## src/rtl/wdr_defines.svh

```systemverilog
// register offsets, field positions, reset values and timing constants
`ifndef WDR_DEFINES_SVH
`define WDR_DEFINES_SVH
// apb byte offsets (8-bit address space)
`define WDR_OFS_STAT 8'h00
`define WDR_OFS_CFG 8'h04
`define WDR_OFS_CMD 8'h08
// operation_status_register fields
`define WDR_ST_IGN 0
`define WDR_ST_WK 1
`define WDR_ST_WKLATCH 2
`define WDR_ST_RELAY 3
`define WDR_ST_TIMERWK 4
`define WDR_ST_BUSWK 5
`define WDR_ST_STARTUP 6
// operation_config_register fields
`define WDR_CFG_KOD_LO 0
`define WDR_CFG_KOD_HI 1
`define WDR_CFG_RESET 2'h0
// command_register fields
`define WDR_CMD_WAKE_CLEAR_COMMAND_BIT 0
`define WDR_CMD_RELAYON 1
// clock period and filter / off-delay times
`define WDR_CLK_NS 100
`define WDR_IGN_FILT_US 50
`define WDR_WK_FILT_US 50
`define WDR_KOD0_MS 1
`define WDR_KOD1_MS 2
`define WDR_KOD2_MS 4
`define WDR_KOD3_MS 8
// least times round up to whole cycles
`define WDR_US2CYC(t) (((t) * 1000 + `WDR_CLK_NS - 1) / `WDR_CLK_NS)
`define WDR_MS2CYC(t) (((t) * 1000000 + `WDR_CLK_NS - 1) / `WDR_CLK_NS)
`endif

```

## src/rtl/wdr_pkg.sv

```systemverilog
// types of the wake detection and relay start block
package wdr_pkg;
   // wake pin state machine, one-hot
   typedef enum logic [2:0] {
      WK_IDLE = 3'h1,    // inactive, armed for next rising edge
      WK_ACTIVE = 3'h2,  // latched wake flag set
      WK_CLEARED = 3'h4  // cleared while pin still high
   } wdr_wk_st_t;
   // complete state of the block
   typedef struct packed {
      logic ign_f;           // filtered ignition level
      logic [15:0] ign_cnt;  // ignition filter counter
      logic wk_f;            // filtered wake pin level
      logic [15:0] wk_cnt;   // wake pin filter counter
      wdr_wk_st_t wk_st;     // wake pin state
      logic timer_wk;        // timer wake flag
      logic bus_wk;          // bus wake flag
      logic startup;         // start-up done, supplies released
      logic relay_on_command_bit;            // relay-on command bit
      logic relay;           // relay drive output
      logic [1:0] off_delay_select;       // off-delay select
      logic kofd;            // delayed ignition level
      logic dly_oe;          // open-drain enable, high pulls pin low
      logic [31:0] koff_cnt; // off-delay counter
      logic pready;          // apb ready
      logic pslverr;         // apb error
      logic [31:0] prdata;   // apb read data
   } wdr_state_t;
endpackage

```

## src/rtl/wdr_top.sv

```systemverilog
// wake detection, key off delay and main relay start logic with apb slave
`timescale 1ns/10ps
`include "wdr_defines.svh"

module wdr_top #(
   parameter int IGN_FILT_CYC = `WDR_US2CYC(`WDR_IGN_FILT_US),
   parameter int WK_FILT_CYC = `WDR_US2CYC(`WDR_WK_FILT_US),
   parameter int KOD0_CYC = `WDR_MS2CYC(`WDR_KOD0_MS),
   parameter int KOD1_CYC = `WDR_MS2CYC(`WDR_KOD1_MS),
   parameter int KOD2_CYC = `WDR_MS2CYC(`WDR_KOD2_MS),
   parameter int KOD3_CYC = `WDR_MS2CYC(`WDR_KOD3_MS)
) (
   input wire logic mclk,              // 10 MHz clock
   input wire logic srst,              // sync reset, active high
   input wire logic ce,                // clock enable, freezes all state
   input wire logic psel,              // apb select
   input wire logic penable,           // apb enable
   input wire logic pwrite,            // apb write
   input wire logic [7:0] paddr,       // apb byte address
   input wire logic [31:0] pwdata,     // apb write data
   output logic [31:0] prdata,         // apb read data
   output logic pready,                // apb ready
   output logic pslverr,               // apb error, unmapped address
   input wire logic ignition_in,       // ignition switch level
   input wire logic wake_pin_input,    // wake pin level
   input wire logic bus_wake_event,    // bus wake detected, pulse
   input wire logic timer_compare_hit, // timer equals compare value
   input wire logic battery_below_th,  // battery under detect threshold
   output logic supply_release,        // releases pre-regulator, supply
   output logic relay_drive_output,    // main relay drive
   output logic delayed_ignition_o,    // open-drain level, always low
   output logic delayed_ignition_oe    // high while pulling pin low
);

   // filter counters are 16 bits, off-delay counters 32 bits
   if (IGN_FILT_CYC < 1 || IGN_FILT_CYC > 65535 ||
       WK_FILT_CYC < 1 || WK_FILT_CYC > 65535 ||
       KOD0_CYC < 1 || KOD1_CYC < 1 || KOD2_CYC < 1 || KOD3_CYC < 1) begin
      $error("wdr_top: filter or off-delay count out of range");
   end

   localparam logic [15:0] IGN_LIM = 16'(IGN_FILT_CYC);
   localparam logic [15:0] WK_LIM = 16'(WK_FILT_CYC);

   wdr_pkg::wdr_state_t st_ff; // registered state
   wdr_pkg::wdr_state_t nxt_st; // next state
   logic wr_acc; // write taken this edge
   logic wake_clear_command_bit; // wake clear command pulse
   logic wake_any; // at least one valid wake source
   logic [31:0] stat_word; // operation status register image
   logic [16:0] ign_step; // filter result {level, count}
   logic [16:0] wk_step; // filter result {level, count}

   // one filter step: new level only after lim stable cycles
   function automatic logic [16:0] filt_step(input logic raw,
      input logic lvl, input logic [15:0] cnt, input logic [15:0] lim);
      logic [16:0] r;
      r = {lvl, 16'h0000};
      if (raw != lvl) begin
         if (cnt + 16'h0001 >= lim) begin
            r = {raw, 16'h0000};
         end else begin
            r = {lvl, cnt + 16'h0001};
         end
      end
      return r;
   endfunction

   // off-delay length chosen by the select field
   function automatic logic [31:0] kod_cycles(input logic [1:0] sel);
      logic [31:0] c;
      c = 32'(KOD0_CYC);
      if (sel == 2'h1) begin
         c = 32'(KOD1_CYC);
      end else if (sel == 2'h2) begin
         c = 32'(KOD2_CYC);
      end else if (sel == 2'h3) begin
         c = 32'(KOD3_CYC);
      end
      return c;
   endfunction

   // status image; bits above the fields read as zero
   always_comb begin
      stat_word = 32'h00000000;
      stat_word[`WDR_ST_IGN] = st_ff.ign_f;
      stat_word[`WDR_ST_WK] = st_ff.wk_f;
      stat_word[`WDR_ST_WKLATCH] = (st_ff.wk_st == wdr_pkg::WK_ACTIVE);
      stat_word[`WDR_ST_RELAY] = st_ff.relay;
      stat_word[`WDR_ST_TIMERWK] = st_ff.timer_wk;
      stat_word[`WDR_ST_BUSWK] = st_ff.bus_wk;
      stat_word[`WDR_ST_STARTUP] = st_ff.startup;
   end

   assign wr_acc = psel & penable & st_ff.pready & pwrite;
   assign wake_clear_command_bit = wr_acc & (paddr == `WDR_OFS_CMD) &
                  pwdata[`WDR_CMD_WAKE_CLEAR_COMMAND_BIT];
   // any wake source starts the device
   assign wake_any = st_ff.ign_f | st_ff.bus_wk | st_ff.timer_wk |
                     (st_ff.wk_st == wdr_pkg::WK_ACTIVE);
   // both filters use the same stable-count step
   assign ign_step = filt_step(ignition_in, st_ff.ign_f, st_ff.ign_cnt,
                               IGN_LIM);
   assign wk_step = filt_step(wake_pin_input, st_ff.wk_f, st_ff.wk_cnt,
                              WK_LIM);

   // next-state logic of the whole block
   always_comb begin
      nxt_st = st_ff;
      {nxt_st.ign_f, nxt_st.ign_cnt} = ign_step;
      // wake pin deglitch, same time both edges
      {nxt_st.wk_f, nxt_st.wk_cnt} = wk_step;

      // wake pin fsm; set wins over a clear in the same cycle
      case (st_ff.wk_st)
         wdr_pkg::WK_IDLE: begin
            if (st_ff.wk_f) begin
               nxt_st.wk_st = wdr_pkg::WK_ACTIVE;
            end
         end
         wdr_pkg::WK_ACTIVE: begin
            // clear drops flag even with pin high
            if (wake_clear_command_bit) begin
               nxt_st.wk_st = st_ff.wk_f ? wdr_pkg::WK_CLEARED :
                                           wdr_pkg::WK_IDLE;
            end
         end
         wdr_pkg::WK_CLEARED: begin
            // low pin re-arms; high pin waits here
            if (!st_ff.wk_f) begin
               nxt_st.wk_st = wdr_pkg::WK_IDLE;
            end
         end
         default: begin
            nxt_st.wk_st = wdr_pkg::WK_IDLE;
         end
      endcase

      // sticky timer and bus flags, event beats clear
      nxt_st.timer_wk = timer_compare_hit | (st_ff.timer_wk & ~wake_clear_command_bit);
      nxt_st.bus_wk = bus_wake_event | (st_ff.bus_wk & ~wake_clear_command_bit);

      // host writes to config and command registers
      if (wr_acc && paddr == `WDR_OFS_CFG) begin
         nxt_st.off_delay_select = pwdata[`WDR_CFG_KOD_HI:`WDR_CFG_KOD_LO];
      end
      if (wr_acc && paddr == `WDR_OFS_CMD) begin
         nxt_st.relay_on_command_bit = pwdata[`WDR_CMD_RELAYON];
      end

      if (!st_ff.startup) begin
         // first wake source releases the supplies
         if (wake_any) begin
            nxt_st.startup = 1'b1;
            nxt_st.relay_on_command_bit = st_ff.ign_f | battery_below_th;
            nxt_st.relay = st_ff.ign_f | battery_below_th;
         end
      end else begin
         // ignition forces relay, else host command
         nxt_st.relay = st_ff.ign_f | st_ff.relay_on_command_bit;
      end

      // rise follows filtered ignition, fall after off delay
      if (st_ff.ign_f) begin
         nxt_st.kofd = 1'b1;
         nxt_st.koff_cnt = 32'h00000000;
      end else if (st_ff.kofd) begin
         if (st_ff.koff_cnt + 32'h00000001 >= kod_cycles(st_ff.off_delay_select)) begin
            nxt_st.kofd = 1'b0;
            nxt_st.koff_cnt = 32'h00000000;
         end else begin
            nxt_st.koff_cnt = st_ff.koff_cnt + 32'h00000001;
         end
      end

      // enable kept in its own flop so the pin comes straight from one
      nxt_st.dly_oe = ~nxt_st.kofd;

      // apb: answer prepared in setup, ready in the access cycle
      nxt_st.pready = psel & ~penable;
      nxt_st.pslverr = 1'b0;
      nxt_st.prdata = 32'h00000000;
      if (psel && !penable) begin
         if (paddr == `WDR_OFS_STAT) begin
            // flag and relay visible to host
            nxt_st.prdata = stat_word;
         end else if (paddr == `WDR_OFS_CFG) begin
            nxt_st.prdata = {30'h00000000, st_ff.off_delay_select};
         end else if (paddr == `WDR_OFS_CMD) begin
            // clear bit reads zero, it is a pulse
            nxt_st.prdata = 32'h00000000;
            nxt_st.prdata[`WDR_CMD_RELAYON] = st_ff.relay_on_command_bit;
         end else begin
            nxt_st.pslverr = 1'b1;
         end
      end
   end

   // state register; reset leaves everything inactive
   always_ff @(posedge mclk) begin
      if (srst) begin
         // inactive flag, fsm and delayed output
         st_ff <= '0;
         st_ff.wk_st <= wdr_pkg::WK_IDLE;
         st_ff.dly_oe <= 1'b1;
      end else if (ce) begin
         st_ff <= nxt_st;
      end
   end

   assign prdata = st_ff.prdata;
   assign pready = st_ff.pready;
   assign pslverr = st_ff.pslverr;
   assign supply_release = st_ff.startup;
   assign relay_drive_output = st_ff.relay;
   assign delayed_ignition_o = 1'b0;
   // pin is released (pulled high) while the delayed level is high
   assign delayed_ignition_oe = st_ff.dly_oe;
endmodule

```

## config.mk

```make
export PLATFORM = sky130hd
export DESIGN_NAME = wdr_top
export DESIGN_NICKNAME = d
export VERILOG_FILES = /design/src/rtl/wdr_pkg.sv /design/src/rtl/wdr_top.sv
export VERILOG_INCLUDE_DIRS = /design/src /design/src/rtl
export SDC_FILE = /design/constraint.sdc
export NUM_CORES = 1
export LEC_CHECK = 0
export ABC_AREA = 1
export BUFFER_PORTS_ARGS = -buffer_cell sky130_fd_sc_hd__buf_2
export CAP_MARGIN = 20
export CORE_ASPECT_RATIO = 0.9
export CORE_MARGIN = 1.5
export CORE_UTILIZATION = 40
export CTS_CLUSTER_DIAMETER = 40
export DETAILED_ROUTE_END_ITERATION = 8
export PLACE_DENSITY_LB_ADDON = 0.15
export SETUP_SLACK_MARGIN = 0.5
export SLEW_MARGIN = 15
export SYNTH_ARGS = -nofsm -noshare
export SYNTH_HDL_FRONTEND = slang
export SYNTH_SLANG_ARGS = --single-unit
```

## constraint.sdc

```tcl
create_clock -name mclk -period 3 [get_ports mclk]
set_input_delay 0.75 -clock mclk [delete_from_list [all_inputs] [get_ports mclk]]
set_output_delay 0.75 -clock mclk [all_outputs]
set_load 0.02 [all_outputs]
```

# After elaboration in Yosys (flattened, before gate mapping)

Cells that the tools add are included.

Flip-flop bits (word level): 112
Bits of input ports: 51
Output and inout port bits: 38

Add/subtract/negate cells: 3
Order comparisons: 3
Equality and inequality tests: 13
Multiplexer cells: 31
Bitwise logic cells: 18
Reductions and logical operators: 13

Operator list:

| operator              | number |
|---|---|
| $mux 32               | 5 |
| $mux 16               | 4 |
| $mux 17               | 3 |
| $mux 33               | 1 |
| $add 16x1->16 const B | 2 |
| $add 32x1->32 const B | 1 |
| $ge 16x9->1 const B   | 2 |
| $ge 32x32->1          | 1 |
| $mux 3                | 5 |
| $pmux 3 s3            | 1 |
| $and 1x1->1           | 8 |
| $eq 8x3->1 const B    | 1 |
| $eq 8x4->1 const B    | 1 |
| $logic_not 8->1       | 1 |
| $mux 1                | 8 |
| $mux 7                | 1 |
| $or 1x1->1            | 7 |
| $mux 2                | 3 |
| $ne 2x2->1 const B    | 3 |
| $reduce_and 2->1      | 3 |
| $reduce_and 3->1      | 2 |
| $eq 2x2->1 const B    | 2 |
| $reduce_and 4->1      | 1 |
| $reduce_bool 2->1     | 2 |
| 8 further kinds       | 13 |

# Longest topological paths before layout

Word-level depth: 11
Mapped depth: 18
Gate-level depth less buffers: 18

# Least setup slack after synthesis

OpenSTA, ideal clock, no wires.

Path type: register to register
Start: register st_ff[34] (netlist bit)
End: register st_ff[36] (netlist bit)
Arrival time: 2410 ps
Data required time: 2930 ps
Slack: 520 ps
Cell stages (with the launch flop): 17
Clock period less this slack: 2480 ps
Cells stage by stage: dfxtp_1 > ha_1 > nand2_2 > nor2_4 > inv_2 > nor2_2 > xor2_1 > inv_1 > ha_1 > a21oi_1 > nor2_1 > a211oi_1 > nand2_1 > nand2_1 > buf_4 > nand4_1 > a21oi_1

Cells in the longest elaborated chain, start to end: 5

Ends and longest elaborated chain:

| what                   | RTL line                       | source |
|---|---|---|
| start, declared        | wdr_top.sv:45                  | `wdr_pkg::wdr_state_t st_ff;` |
| start signal, assigned | wdr_top.sv:207                 | `st_ff <= nxt_st;` |
| $add 32x1->32 *        | wdr_top.sv:168, wdr_top.sv:172 |  |
| $ge 32x32->1           | wdr_top.sv:168                 | `if (st_ff.koff_cnt + 32'h00000001 >= kod_cycles(st_ff.off_delay_select)) begin` |
| $mux 32 *              | wdr_top.sv:168                 |  |
| $mux 32 *              | wdr_top.sv:167                 | `end else if (st_ff.kofd) begin` |
| $mux 32 *              | wdr_top.sv:164                 | `if (st_ff.ign_f) begin` |

Mark *: on every way between the ends. The rest lies on a longest branch, timed or not. The select of a mux whose other input is x is not followed.
A chain may end at the register's enable or synchronous reset.

# Worst setup path after layout

Start: register st_ff[35] (netlist bit)
End: register st_ff[36] (netlist bit)

Same word-level chain as after synthesis.

==> results.md <==
* Cell Pwr Density at 401 mW/mm^2
* DRC violations left at 0
* Largest family of logic cells by synthesized area: simple AND/OR/NAND/NOR gates
* # diodes at 0
* Hold-fix buffers, CTS at 0
* Leakage at 2.86 nW
* Commonest non-fill, non-tap cell in the layout: nand2_1
* Clk pwr share at between 40% and 50%
* CP Launch Type: register
* Core area at 0.0140 mm^2
* Final Skew at about 7.2 ps
* CTS Sinks at 87
* Place WS at 323 ps
* Total Neg Setup Slack at 0 ps
* Number of synthesized flops with an enable pin at 0
* Post-route cell area at between 0.006 and 0.007 mm^2
* Crit path largest cell delay at 390 ps
* CP required at about 3300 ps
* Synth unique cells at between 40 and 50
* Worst-path clk slew at 60 ps
* Placement Cell Area at just under 0.006 mm^2
* Clk Latency, worst-skew pair at roughly 350 ps
* Worst-Margin Slew at 599 ps
* Top-area cell type share of the netlist area at between 30% and 40%
* Slew margin rel. at around three fifths
* Kind of cell adding the most delay to the critical path: simple AND/OR/NAND/NOR gates
* Sw Share at roughly a quarter
* Die area at ~0.015 mm^2
* Final WL at around 14000 um
* Mapped Area at ~0.0057 mm^2
* Peak VDD IR at roughly 0.27 mV
* Post-synth top flop: dfxtp_1
* Yosys warning count at 0
* Clock root buffer: clkbuf_16
* DIE HEIGHT at 116 um
* Hold Path Class: register to register
* Ys async rst share at 0%
* CTS tree: built
* Tot GR Track Use at between 10% and 20%
* Crit Path Category: register to register
* Starting density of the core at approximately two fifths
* CTS H-tree lvls at 3
* Yosys top cell by area: dfxtp_1
* Nets@finish at approximately 1000
* Via density at ~4.7
* Unrepaired setup endpoints after global routing: true
* Share of layout cells above drive strength 1 at between 10% and 20%
* Min Tclk post-route at 2510 ps
* Post-route antenna net violation count at 0
* Compound-Gate Fraction of Synth Area at approximately 9%
* Mux cell area share after synthesis at 0%
* IO buf count at 32
* Clock buffer depth at 2
* Ranking of synthesized cells by area: dfxtp_1, nand2_1, nor2_1
* IO Pins at approximately 90
* Yosys reg bits at a little under 90
* CP Cell Sequence: ha_4, nand2_4, nor2_4, buf_12, nand3b_4, xnor2_2, ha_1, nand2_2, nor2_1, nor3b_2, nand2_1, nand2_1, nand2_2, nand2_4, buf_6, nand4_1, a21oi_2
* DR WL/cell at around 12 um
* Via count at 5217
* Peak Freq at roughly 400 MHz
* Detailed placement HPWL at ~9800 um
* Final hold violations at 0
* Sequential share of the synthesized area at 30.6%
* Total chip power at roughly 2.7 mW
* Cts bufs inserted at 9
* First-pass GRT wire length at around 23000 um
* Initial DRT Pass Iterations at 5
* Sequential Power Share at between 40% and 50%
* Synth Area in XOR/XNOR at roughly 4.6%
* Chip width at ~130 um
* Gp weighted congestion at 0.826
* Worst hold margin at around 460 ps
* Buf/Inv on CP at 2
* Finish-stage setup viols at 0
* Psw at approximately 0.65 mW
* Synth Area in Simple Gates at 37.8%
* Synth Instances at just under 900
* DRT iter0 DRCs at between 200 and 250
* Logic pwr share at around 8%
* MaxCap Viol Count at 0
* Initial antenna violation count at 0
* Crit Path Max Fanout at 5
* Commonest non-fill, non-tap cells in the layout: nand2_1, nor2_1, inv_1
* Pin count of the biggest net entering global routing at 37
* Adder-Cell Fraction of Synth Area at approximately 5.1%
* Synthesized area per cell at ~6.5 um^2
* Status: finished clean
* Fin crit share at between 80 and 90%
* Syn-to-layout area delta at 16.6%
* Arrival time at the worst endpoint at roughly 2800 ps
* Max-slew violation count at 0
* Vias in the first global route at roughly 4700
* Filler instances at between 1000 and 1500
* Global route total overflow at 0
* Crit. End Element: register
* Setup WS post-layout at around 490 ps
* P_int at just over 2 mW
* Row count at a little over 40
* CP max stage cell: dfxtp_4
final timing paths:
kind	end	cells after the start	slack (ps)	from
max	st_ff[36]$_SDFFE_PP0P_	17	490	st_ff[35]$_SDFFE_PP0P_
min	prdata[3]$_SDFFE_PP0P_	2	460	prdata[3]$_SDFFE_PP0P_
max reg2reg	st_ff[36]$_SDFFE_PP0P_	17	490	st_ff[35]$_SDFFE_PP0P_
min reg2reg	prdata[3]$_SDFFE_PP0P_	2	460	prdata[3]$_SDFFE_PP0P_
registers in the layout, summed over array words and instances, names as in the netlist:
register / count
st_ff: 75
supply_release: 1
pready: 1
relay_drive_output: 1
pslverr: 1
prdata: 7
delayed_ignition_oe: 1
cells by family after synthesis:
group / Yosys count
buffers and inverters: 157
AND/OR/NAND/NOR: 477
adder cells (fa/ha/maj): 23
AO/OA/AOI/OAI: 96
flip-flops: 87
XOR/XNOR: 30
other: 1
per-layer routing:
layer  track usage [%]  part of all wire [%]  vias to the layer above
met5                 0                     0                        -
met4              5.99                   1.1                        0
met3              3.80                   4.3                       10
met2              29.2                    42                       99
met1              26.9                    52                     2307
li1                  -                     -                     2801
Yosys cell counts (all sizes together), types with 2 or more instances:
master	n
buf	38
nand2	237
nor3	23
or2	5
o21ai	42
and2	2
nand3b	5
inv	103
nand3	39
clkbuf	15
xor2	16
nand4	30
nor2	133
xnor2	14
a21oi	41
o31ai	2
o21bai	2
nor3b	2
ha	23
o211ai	3
dfxtp	87
o22ai	2
per-stage QoR:
stage	utilization, %	instances
floorplan	-	896
global placement	42.3	1076
detailed placement	42.3	1076
global route	47.6	1112
finish	47.6	1112
CTS	45.7	1098
worst register-to-register path, stage by stage (launching register included):
cell	delay [ps]
dfxtp_4	390
ha_4	160
nand2_4	60
nor2_4	120
buf_12	130
nand3b_4	100
xnor2_2	210
ha_1	270
nand2_2	70
nor2_1	50
nor3b_2	160
nand2_1	70
nand2_1	70
nand2_2	60
nand2_4	110
buf_6	130
nand4_1	110
a21oi_2	170
repair_timing:
item                                    4_1_cts  5_1_grt
cloned                                        0        1
pin swaps                                     6       30
endpoints found under the setup margin       19       28
resized for setup                            27       39
setup buffers                                 6       13
hold endpoints to repair                      0        0
cell type report:
class | instances | area [um^2] | area share [%]
multi-input combinational | 652 | 3500 | 52.7
sequential | 87 | 1780 | 26.7
timing repair buffer | 60 | 410 | 6.18
inverter | 104 | 390 | 5.88
clock buffer | 13 | 260 | 3.92
tap | 193 | 241 | 3.64
clock inverter | 3 | 65.1 | 0.979
power by group through the flow:
| stage | clock network (mW) | logic (mW) | registers, mW |
|---|---|---|---|
| after floorplan | 0 | 0.178 | 1.24 |
| after detailed placement | 0 | 0.211 | 1.24 |
| final | 1.25 | 0.212 | 1.21 |
| after global routing | 1.33 | 0.249 | 1.21 |
| after CTS | 1.28 | 0.213 | 1.21 |
| after global placement | 0 | 0.211 | 1.24 |
No activity file was read; power rests on OpenSTA's default activity.
